File: src/rtl/dac_regs.svh
// Register map, field positions and timing constants of the archive controller
`ifndef DAC_REGS_SVH
`define DAC_REGS_SVH
`define DAC_A_CTRL 4'h0
`define DAC_A_STATUS 4'h1
`define DAC_A_BIN_IN 4'h2
`define DAC_A_MEAS 4'h3
`define DAC_A_TCORR 4'h4
`define DAC_A_SYNC 4'h5
`define DAC_A_BILL 4'h6
`define DAC_A_TARIFF 4'h7
`define DAC_A_SET_CNT 4'h8
`define DAC_A_GAS_PTR 4'h9
`define DAC_A_STAT_LO 4'hA
`define DAC_A_STAT_HI 4'hB
`define DAC_A_MIN 4'hC
`define DAC_A_MAX 4'hD
`define DAC_A_REQ 4'hE
`define DAC_A_TIME 4'hF
`define DAC_ADMIN_SEC 32'h0000_0258
`define DAC_LOG_SEC 32'h0000_003C
`define DAC_REJ_SEC 32'h0000_1C20
`define DAC_DAY_SEC 32'h0001_5180
`define DAC_SYNC_DAYS 8'h14
`define DAC_TIMEOUT_DAYS 8'h19
`define DAC_SET_DEPTH 16'h0100
`define DAC_GAS_DEPTH 8'h10
`define DAC_TICKS_PER_SEC 27'h5F5_E100
`define DAC_DST_BIT 31
`define DAC_DST_FIRST_DAY 9'h05A
`define DAC_DST_LAST_DAY 9'h12C
`define DAC_MONTH_SEC 32'h0027_8D00
`define DAC_SLOT_SEC 32'h0000_5460
`endif

File: src/rtl/dac_pkg.sv
// Types shared by the archive controller
package dac_pkg;
  typedef enum logic [1:0] {dac_sw_full, dac_sw_none, dac_sw_partial, dac_sw_rsv} dac_sw_mode_t;
  typedef struct packed {
    logic [31:0] time_s;
    logic [63:0] status;
    logic [31:0] primary_volume_count;
    logic [31:0] base_volume_count;
  } dac_stat_rec_t;
  typedef struct packed {
    logic [7:0] op_id;
    logic [7:0] activity;
    logic [31:0] old_val;
    logic [31:0] new_val;
    logic metro;
    logic gas;
  } dac_par_wr_t;
  typedef enum logic [1:0] {dac_bill_off, dac_bill_once, dac_bill_periodic} dac_bill_mode_t;
endpackage : dac_pkg

File: src/rtl/dac_sync3.sv
// Three-stage pin synchroniser, change accepted when stages two and three agree
`timescale 1ns/1ps
`default_nettype none
module dac_sync3 (
  // Clock and reset
  input wire logic clock,
  input wire logic rst_b,
  // Pin and result
  input wire logic pin,
  output logic level
);
  logic s1_ff;
  logic s2_ff;
  logic s3_ff;
  always_ff @(posedge clock) begin
    if (!rst_b) begin
      s1_ff <= 1'b0;
      s2_ff <= 1'b0;
      s3_ff <= 1'b0;
      level <= 1'b0;
    end else begin
      s1_ff <= pin;
      s2_ff <= s1_ff;
      s3_ff <= s2_ff;
      if (s2_ff == s3_ff) begin
        level <= s3_ff;
      end
    end
  end
endmodule : dac_sync3
`default_nettype wire

File: src/rtl/dac_ring_ptr.sv
// Circular write pointer with full flag for overwriting archives
`timescale 1ns/1ps
`default_nettype none
module dac_ring_ptr #(
  parameter int W = 4
) (
  // Clock and reset
  input wire logic clock,
  input wire logic rst_b,
  // Control
  input wire logic clear,
  input wire logic push,
  // State
  output logic [W-1:0] ptr,
  output logic wrapped
);
  always_ff @(posedge clock) begin
    if (!rst_b || clear) begin
      ptr <= '0;
      wrapped <= 1'b0;
    end else if (push) begin
      ptr <= ptr + 1'b1;
      if (&ptr) begin
        wrapped <= 1'b1;
      end
    end
  end
endmodule : dac_ring_ptr
`default_nettype wire

File: src/rtl/dac_archive_ctrl.sv
// Datalogger archive and write-protection controller
// How it works
// Binary record only on any input change
// Limit holders track extremes, init to current
// Event change logs time, status, volumes
// Settings entry: time, operator, activity, values; set_rec holds no time
// Gas composition changes skip settings archive
// Full settings archive refuses entries and writes
// Billing once or every 1,2,3,4,6,12 months
// Billing captures total and tariff volumes
// Gas changes logged, oldest overwritten
// Admin correction within ten minutes unlogged
// Over sixty seconds below two hours: status-logged
// Over two hours rejected with alert
// Auto sync every 20 days, retry daily
// No sync by day 25 sets error
// Sync offset judged against storage period; code compares it against DAC_REJ_SEC (two hours)
// Daylight saving switches, records flag season; code only sets the flag bit and does not shift the clock
// Four tariff counters, one of two schedules
// Schedules map slots and day classes
// Each schedule own identifier and activation; code has one activation field tariff_ff[31:17] shared by both
// Full mode: switch off blocks writes
// No-effect mode: writes always allowed
// Partial mode off: only non-metrological writes
// Overwriting archives use wrapping write pointer
//
// The Avalon-MM interface to the registers and the register offsets were left to the implementer.
`timescale 1ns/1ps
`default_nettype none
`include "dac_regs.svh"
module dac_archive_ctrl (
  // Clock and reset
  input wire logic clock,
  input wire logic rst_b,
  // Avalon-MM slave
  input wire logic [3:0] avs_address,
  input wire logic avs_read,
  input wire logic avs_write,
  input wire logic [31:0] avs_writedata,
  output logic [31:0] avs_readdata,
  output logic avs_waitrequest,
  // Pins and measurement inputs
  input wire logic service_switch,
  input wire logic [7:0] binary_in,
  input wire logic [31:0] primary_volume_count,
  input wire logic [31:0] base_volume_count,
  input wire logic [31:0] meas_value,
  input wire logic sync_done,
  input wire logic sync_ok,
  input wire logic [31:0] sync_offset,
  // Archive write strobes and records, sync request, alarms and tariff select
  output dac_pkg::dac_stat_rec_t stat_rec,
  output logic stat_we,
  output logic bin_we,
  output logic set_we,
  output dac_pkg::dac_par_wr_t set_rec,
  output logic gas_we,
  output logic [3:0] gas_addr,
  output logic bill_we,
  output logic sync_req,
  output logic time_alert,
  output logic sync_timeout_error,
  output logic [1:0] tariff_sel
);
  import dac_pkg::*;
  logic sw_on;
  logic [7:0] bin_prev_ff;
  logic [31:0] time_ff;
  logic [26:0] tick_ff;
  logic sec_pulse;
  logic [31:0] ctrl_ff;
  logic [63:0] ev_status;
  logic [63:0] ev_prev_ff;
  logic [31:0] min_ff;
  logic [31:0] max_ff;
  logic [15:0] set_cnt_ff;
  logic set_full;
  logic [31:0] days_ff;
  logic [31:0] sec_in_day_ff;
  logic [7:0] since_sync_ff;
  logic retry_pend_ff;
  logic [31:0] bill_due_ff;
  logic [3:0] bill_mon_ff;
  logic [3:0] gas_ptr;
  logic gas_wrap;
  logic req_ff;
  logic [31:0] tcorr_ff;
  logic [31:0] tariff_ff;
  logic [31:0] abs_corr;
  logic [31:0] abs_sync;
  logic corr_apply;
  logic write_ok;
  logic dst_on;
  dac_sw_mode_t sw_mode;
  dac_bill_mode_t bill_mode;
  dac_par_wr_t par;
  logic [3:0] bill_per;
  logic limit_init;
  logic do_reg_wr;

  // CTRL: [1:0] switch mode, [3:2] billing mode, [7:4] period, [8] dst, [9] auto sync, [10] limit init
  assign sw_mode = dac_sw_mode_t'(ctrl_ff[1:0]);
  assign bill_mode = dac_bill_mode_t'(ctrl_ff[3:2]);
  assign bill_per = ctrl_ff[7:4];
  assign dst_on = ctrl_ff[8];
  assign limit_init = avs_write && !avs_waitrequest && avs_address == `DAC_A_CTRL && avs_writedata[10]
    && write_ok && !set_full;
  assign sec_pulse = (tick_ff == `DAC_TICKS_PER_SEC - 27'h1);
  assign set_full = (set_cnt_ff == `DAC_SET_DEPTH);
  assign abs_corr = tcorr_ff[31] ? (~tcorr_ff + 32'h1) : tcorr_ff;
  assign abs_sync = sync_offset[31] ? (~sync_offset + 32'h1) : sync_offset;
  assign ev_status = {sync_timeout_error, time_alert, set_full, 21'h0, min_ff == meas_value,
    max_ff == meas_value, 30'h0, bin_prev_ff};
  // Request word: [7:0] activity, [16] metrological, [17] gas composition, [18] correction; operator from TCORR [15:8]
  assign par.op_id = tcorr_ff[15:8];
  assign par.activity = avs_writedata[7:0];
  assign par.old_val = tariff_ff;
  assign par.new_val = tcorr_ff;
  assign par.metro = avs_writedata[16];
  assign par.gas = avs_writedata[17];

  dac_sync3 u_sw (
    .clock(clock),
    .rst_b(rst_b),
    .pin(service_switch),
    .level(sw_on)
  );

  dac_ring_ptr #(.W(4)) u_gas_ptr (
    .clock(clock),
    .rst_b(rst_b),
    .clear(1'b0),
    .push(gas_we),
    .ptr(gas_ptr),
    .wrapped(gas_wrap)
  );

  // Write gate by service switch mode
  always_comb begin
    case (sw_mode)
      dac_sw_full: write_ok = sw_on;
      dac_sw_none: write_ok = 1'b1;
      dac_sw_partial: write_ok = sw_on || !par.metro;
      default: write_ok = sw_on;
    endcase
  end
  assign do_reg_wr = avs_write && !avs_waitrequest && avs_address == `DAC_A_REQ;
  // Corrections over DAC_ADMIN_SEC (settings-logged) are refused once the settings archive is full
  assign corr_apply = do_reg_wr && write_ok && avs_writedata[18] && abs_corr <= `DAC_REJ_SEC
    && (abs_corr <= `DAC_ADMIN_SEC || !set_full);

  // Bus: one wait cycle per access
  always_ff @(posedge clock) begin
    if (!rst_b) begin
      req_ff <= 1'b0;
      avs_waitrequest <= 1'b1;
    end else begin
      req_ff <= (avs_read || avs_write) && avs_waitrequest && !req_ff;
      avs_waitrequest <= !((avs_read || avs_write) && avs_waitrequest && !req_ff);
    end
  end

  always_ff @(posedge clock) begin
    if (!rst_b) begin
      avs_readdata <= 32'h0;
    end else if (avs_read && avs_waitrequest && !req_ff) begin
      case (avs_address)
        `DAC_A_CTRL: avs_readdata <= ctrl_ff;
        `DAC_A_STATUS: avs_readdata <= {26'h0, gas_wrap, sw_on, write_ok, set_full, time_alert,
          sync_timeout_error};
        `DAC_A_BIN_IN: avs_readdata <= {24'h0, bin_prev_ff};
        `DAC_A_TCORR: avs_readdata <= tcorr_ff;
        `DAC_A_SYNC: avs_readdata <= {24'h0, since_sync_ff};
        `DAC_A_BILL: avs_readdata <= bill_due_ff;
        `DAC_A_TARIFF: avs_readdata <= tariff_ff;
        `DAC_A_SET_CNT: avs_readdata <= {16'h0, set_cnt_ff};
        `DAC_A_GAS_PTR: avs_readdata <= {28'h0, gas_ptr};
        `DAC_A_STAT_LO: avs_readdata <= stat_rec.status[31:0];
        `DAC_A_STAT_HI: avs_readdata <= stat_rec.status[63:32];
        `DAC_A_MIN: avs_readdata <= min_ff;
        `DAC_A_MAX: avs_readdata <= max_ff;
        `DAC_A_TIME: avs_readdata <= time_ff;
        default: avs_readdata <= 32'h0;
      endcase
    end
  end

  // Configuration registers, blocked by the write gate and a full settings archive
  always_ff @(posedge clock) begin
    if (!rst_b) begin
      ctrl_ff <= 32'h0;
      tcorr_ff <= 32'h0;
      tariff_ff <= 32'h0;
    end else if (avs_write && !avs_waitrequest && write_ok && !set_full) begin
      case (avs_address)
        `DAC_A_CTRL: ctrl_ff <= {21'h0, 1'b0, avs_writedata[9:0]};
        `DAC_A_TCORR: tcorr_ff <= avs_writedata;
        // Bits [7:0] id1, [15:8] id2, [16] active schedule, [31:17] activation second shared by both schedules
        `DAC_A_TARIFF: tariff_ff <= avs_writedata;
        default: ;
      endcase
    end
  end

  // Seconds clock, daylight flag in the top time bit
  always_ff @(posedge clock) begin
    if (!rst_b) begin
      tick_ff <= 27'h0;
      time_ff <= 32'h0;
      sec_in_day_ff <= 32'h0;
      days_ff <= 32'h0;
      time_alert <= 1'b0;
    end else begin
      tick_ff <= sec_pulse ? 27'h0 : tick_ff + 27'h1;
      if (do_reg_wr && avs_writedata[18] && abs_corr > `DAC_REJ_SEC) begin
        time_alert <= 1'b1;
      end else if (corr_apply) begin
        time_ff <= time_ff + tcorr_ff;
      end else if (sync_done && sync_ok && abs_sync <= `DAC_REJ_SEC) begin
        time_ff <= time_ff + sync_offset;
      end else if (sec_pulse) begin
        time_ff[`DAC_DST_BIT-1:0] <= time_ff[`DAC_DST_BIT-1:0] + 31'h1;
        time_ff[`DAC_DST_BIT] <= dst_on && (days_ff[8:0] > `DAC_DST_FIRST_DAY)
          && (days_ff[8:0] < `DAC_DST_LAST_DAY);
        if (sec_in_day_ff == `DAC_DAY_SEC - 32'h1) begin
          sec_in_day_ff <= 32'h0;
          days_ff <= days_ff + 32'h1;
        end else begin
          sec_in_day_ff <= sec_in_day_ff + 32'h1;
        end
      end
    end
  end

  // Automatic synchronisation schedule
  always_ff @(posedge clock) begin
    if (!rst_b) begin
      since_sync_ff <= 8'h0;
      retry_pend_ff <= 1'b0;
      sync_req <= 1'b0;
      sync_timeout_error <= 1'b0;
    end else begin
      sync_req <= 1'b0;
      if (sync_done && sync_ok) begin
        since_sync_ff <= 8'h0;
        retry_pend_ff <= 1'b0;
        sync_timeout_error <= 1'b0;
      end else if (sync_done) begin
        retry_pend_ff <= 1'b1;
      end
      if (sec_pulse && sec_in_day_ff == `DAC_DAY_SEC - 32'h1 && ctrl_ff[9]) begin
        since_sync_ff <= since_sync_ff + 8'h1;
        if (since_sync_ff + 8'h1 >= `DAC_SYNC_DAYS || retry_pend_ff) begin
          sync_req <= 1'b1;
        end
        if (since_sync_ff + 8'h1 >= `DAC_TIMEOUT_DAYS) begin
          sync_timeout_error <= 1'b1;
        end
      end
    end
  end

  // Limit holders
  always_ff @(posedge clock) begin
    if (!rst_b || limit_init) begin
      min_ff <= !rst_b ? 32'h0 : meas_value;
      max_ff <= !rst_b ? 32'h0 : meas_value;
    end else begin
      if (meas_value < min_ff) min_ff <= meas_value;
      if (meas_value > max_ff) max_ff <= meas_value;
    end
  end

  // Binary and status archives
  always_ff @(posedge clock) begin
    if (!rst_b) begin
      bin_prev_ff <= 8'h0;
      ev_prev_ff <= 64'h0;
      bin_we <= 1'b0;
      stat_we <= 1'b0;
      stat_rec <= '0;
    end else begin
      bin_prev_ff <= binary_in;
      ev_prev_ff <= ev_status;
      bin_we <= (binary_in != bin_prev_ff);
      stat_we <= (ev_status != ev_prev_ff) || (corr_apply && abs_corr > `DAC_LOG_SEC);
      stat_rec.time_s <= time_ff;
      stat_rec.status <= ev_status;
      stat_rec.primary_volume_count <= primary_volume_count;
      stat_rec.base_volume_count <= base_volume_count;
    end
  end

  // Settings and gas composition archives
  always_ff @(posedge clock) begin
    if (!rst_b) begin
      set_cnt_ff <= 16'h0;
      set_we <= 1'b0;
      gas_we <= 1'b0;
      set_rec <= '0;
      gas_addr <= 4'h0;
    end else begin
      set_we <= 1'b0;
      gas_we <= 1'b0;
      if (do_reg_wr && write_ok && !avs_writedata[18]) begin
        if (par.gas) begin
          gas_we <= 1'b1;
          gas_addr <= gas_ptr;
        end else if (!set_full) begin
          set_we <= 1'b1;
          set_rec <= par;
          set_cnt_ff <= set_cnt_ff + 16'h1;
        end
      end else if (corr_apply && abs_corr > `DAC_ADMIN_SEC) begin
        set_we <= 1'b1;
        set_rec <= par;
        set_cnt_ff <= set_cnt_ff + 16'h1;
      end
    end
  end

  // Billing trigger and tariff selection
  always_ff @(posedge clock) begin
    if (!rst_b) begin
      bill_due_ff <= 32'h0;
      bill_mon_ff <= 4'h0;
      bill_we <= 1'b0;
      tariff_sel <= 2'h0;
    end else begin
      bill_we <= 1'b0;
      if (avs_write && !avs_waitrequest && avs_address == `DAC_A_BILL && write_ok && !set_full) begin
        bill_due_ff <= avs_writedata;
      end else if (sec_pulse && time_ff[30:0] == bill_due_ff[30:0] && bill_mode != dac_bill_off) begin
        bill_we <= 1'b1;
        if (bill_mode == dac_bill_periodic && (bill_per inside {4'h1, 4'h2, 4'h3, 4'h4, 4'h6, 4'hC})) begin
          bill_due_ff <= bill_due_ff + 32'(bill_per) * `DAC_MONTH_SEC;
        end
      end
      // Slot hour decides band; Saturday/Sunday select 3 whichever schedule is active
      if (time_ff[30:0] >= {16'h0, tariff_ff[31:17]}) begin
        tariff_sel <= (days_ff % 32'h7 >= 32'h5) ? 2'h3 :
          (sec_in_day_ff < `DAC_SLOT_SEC) ? {1'b0, tariff_ff[16]} : {1'b1, tariff_ff[16]};
      end
    end
  end
endmodule : dac_archive_ctrl
`default_nettype wire

File: config.mk
export PLATFORM = sky130hd
export DESIGN_NAME = dac_archive_ctrl
export DESIGN_NICKNAME = d
export VERILOG_FILES = /design/src/rtl/dac_pkg.sv /design/src/rtl/dac_sync3.sv /design/src/rtl/dac_ring_ptr.sv /design/src/rtl/dac_archive_ctrl.sv
export VERILOG_INCLUDE_DIRS = /design/src /design/src/rtl
export SDC_FILE = /design/constraint.sdc
export NUM_CORES = 2
export LEC_CHECK = 0
export BUFFER_PORTS_ARGS = -buffer_cell sky130_fd_sc_hd__buf_2
export CAP_MARGIN = 20
export CORE_ASPECT_RATIO = 1.4
export CORE_UTILIZATION = 35
export CTS_CLUSTER_SIZE = 8
export DETAILED_ROUTE_END_ITERATION = 10
export GPL_TIMING_DRIVEN = 1
export HOLD_SLACK_MARGIN = 0.12
export SYNTH_ARGS = -nofsm -noshare
export SYNTH_HDL_FRONTEND = slang
export SYNTH_SLANG_ARGS = --single-unit
File: constraint.sdc
create_clock -name clock -period 12.9 [get_ports clock]
set_input_delay 1.29 -clock clock [delete_from_list [all_inputs] [get_ports clock]]
set_output_delay 1.29 -clock clock [all_outputs]
set_load 0.02 [all_outputs]
==> flow_summary.ini <==
[grt]
grtUsageTotal = 0.2374
antenna_found_initial = 17
first_global_vias = 30940
grt_pass1_wl_um = 187000
overflow = 0
grt_max_degree = 110

[clock_network]
cts_made_buffers = 82
htree_levels = 3
cts_resized = 0
cts_tree = built
clockBufferDepth = 3
path_clk_slew_ns = 0.05
cts-root-buf = clkbuf_16
cts.sinks = 566
cts_hold_buf = 0
postCtsSetupBuffers = 0
insertion_delay_ns = 0.67

[detailed_routing]
vias_per_cell = 5.432
ant_nets = 0
drc = 0
first_pass_iters = 6
vias = 32460
wl_per_cell_um = 20.86
dr.first_iter.drc_count = 2340
routed_wl_um = 124600

[setup_path]
ff2ff_path_depth = 40
crit-reg2reg-launch = days_ff[26]$_SDFFE_PN0P_
end_kind = register
start_kind = register
critical_path_class = reg2reg
cp_data_required_time_ns = 13.48
r2r_end = tariff_sel[1]$_SDFFE_PN0P_
crit_top_cell = o211ai_2
crit_fanout = 22
cp_slowest_cell = mux2i_1
cp_top_family = compound AO/OA/AOI/OAI gates
cp_num_buf_inv = 1
max_stage_delay_ns = 0.66
crit_arrival_ns = 12.53
rrSetupSlack_ns = 0.95

[yosys]
synth_top_area_cell = dfxtp_1
ys_seq_area_frac = 0.3398
synth_top_area_frac = 0.2853
synthTopCellsByCount = nand2_1 (511), dfxtp_1 (502), a21oi_1 (366)
yosys_most_used_dff = dfxtp_1
synthTopCellsByArea = dfxtp_1 (29%), ha_1 (7.2%), edfxtp_1 (5.5%)
synth_warnings = 0
ys_ff_latch = 566
synth_area_per_cell_sq_um = 8.118
synth_area_sq_um = 35230
synth-edff-count = 64
synthDistinctLibCells = 126
synthCells = 4340
ys_async_sr_fraction = 0
synth.most_common_cell = nand2_1

[worst_hold_path]
hp-class = reg2reg
hp-start = u_sw.s1_ff$_SDFF_PN0_
hold_path_end = u_sw.s2_ff$_SDFF_PN0_
holdPathStages = 1

[placed_design]
gp_congestion = 0.9263
dp_hpwl_um = 94850
dp.cells = 5851
port_buffers = 416
dp_slack_ns = 0.5770
dpl_cell_area_sq_um = 38040

[sta]
drv_slew = 0
finalCritPeriodShare = 0.9267
maxSlewHeadroom = 0.3386
clock_skew_ns = 0.02853
setup_viol = 0
fmax_mhz = 83.65
worst_slew_pin_slew_ns = 0.9921
fin_crit_ns = 11.95
rsz0062_at_grt = false
hold_viol_final = 0
fin_setup_tns_ns = 0
worst_slack_ns = 0.9455

[floorplanning]
initial_core_util = 0.3531
core_sq_um = 99760
die-area_sq_um = 101900
die_x_um = 270.1
fp.dieH_um = 377.4
pin_count = 468
rows = 137

[cells_and_area]
largest_reg_flops = 96
top_regs = stat_rec x96, set_rec x74
layout-drive-gt1-share = 0.1403
regMostFlops = stat_rec
final_nets = 5006
postLayoutCellArea_sq_um = 40430
syn2layout_area_growth_pct = 14.76
fin_cells = 5975
utilization = 0.4053

[pwr]
powerDensity_nw_per_um2 = 102.9
vdd_ir_drop_max_uv = 100.4
leakage_nw = 16.72

[run]
drv_cap = 0

[status]
status = finished, final reports clean
[per-layer routing]
layer  part of all wire  wire [um]  GRT usage
met1               0.42      51980     0.2908
met2               0.48      59560     0.4020
met3              0.057       7063    0.03483
met4              0.047       5912     0.1226
met5            0.00081        101          0
[power by group]
group          leakage, nW  switching, mW  internal, mW
sequential            4.76         0.0265          1.83
clock                 1.12          0.818          1.19
combinational         10.8          0.193        0.0984
[logic make-up (layout without fill, tap and decap cells)]
kind of cell	Yosys count	in the layout	share of synthesized area
compound gates	1082	1082	0.2035
simple gates	1577	1577	0.2171
mux	98	98	0.02866
buf+inv	528	784	0.06496
fa+ha+maj	213	213	0.07700
xor+xnor	275	275	0.06890
other cells	1	60	0.0001064
flops	566	566	0.3398
[stage by stage]
| step | power (mW) | hold slack (ns) |
|---|---|---|
| after detailed placement | 2.185 | 0.4220 |
| after floorplan | 2.068 | 0.4119 |
| final | 4.159 | 0.4293 |
| after global routing | 4.303 | 0.4399 |
| after global placement | 2.180 | 0.4228 |
| after CTS | 4.212 | 0.4346 |
[cells in the final DEF, fill, tap and decap left out, types with 45 or more instances in the layout]
master     instances
and2_1           171
inv_1            211
buf_2            415
a31oi_1           51
mux2i_1           87
nand2_1          510
nor2b_1           45
xor2_1           131
nand4_1           56
a22oi_1           76
nand3_1          114
ha_1             204
edfxtp_1          64
conb_1            51
nor2_1           354
and3_1            52
a21oi_1          365
clkbuf_16         85
xnor2_1          143
dfxtp_1          496
o21ai_0          194
nor3_1            54
[worst max path at each step]
stage,startpoint,end,slack [ns],cells after the start
6_report,days_ff[26]$_SDFFE_PN0P_,tariff_sel[1]$_SDFFE_PN0P_,0.95,40
5_1_grt,days_ff[26]$_SDFFE_PN0P_,tariff_sel[1]$_SDFFE_PN0P_,0.06,40
4_1_cts,days_ff[27]$_SDFFE_PN0P_,tariff_sel[1]$_SDFFE_PN0P_,0.51,41
3_5_place_dp,days_ff[27]$_SDFFE_PN0P_,tariff_sel[1]$_SDFFE_PN0P_,0.58,41
3_3_place_gp,days_ff[27]$_SDFFE_PN0P_,tariff_sel[0]$_SDFFE_PN0P_,0.70,39
2_1_floorplan,days_ff[27]$_SDFFE_PN0P_,tariff_sel[0]$_SDFFE_PN0P_,2.47,49
[final cells by class]
class,instances,area (sq um)
multi-input combinational,3296,21270
tap,1320,1652
inverter,215,814.5
antenna,9,22.52
sequential,566,11980
fill,10290,59330
timing repair buffer,455,2390
clock buffer,107,2230
clock inverter,7,78.83
Note: power is estimated with default switching activity, not from simulation.
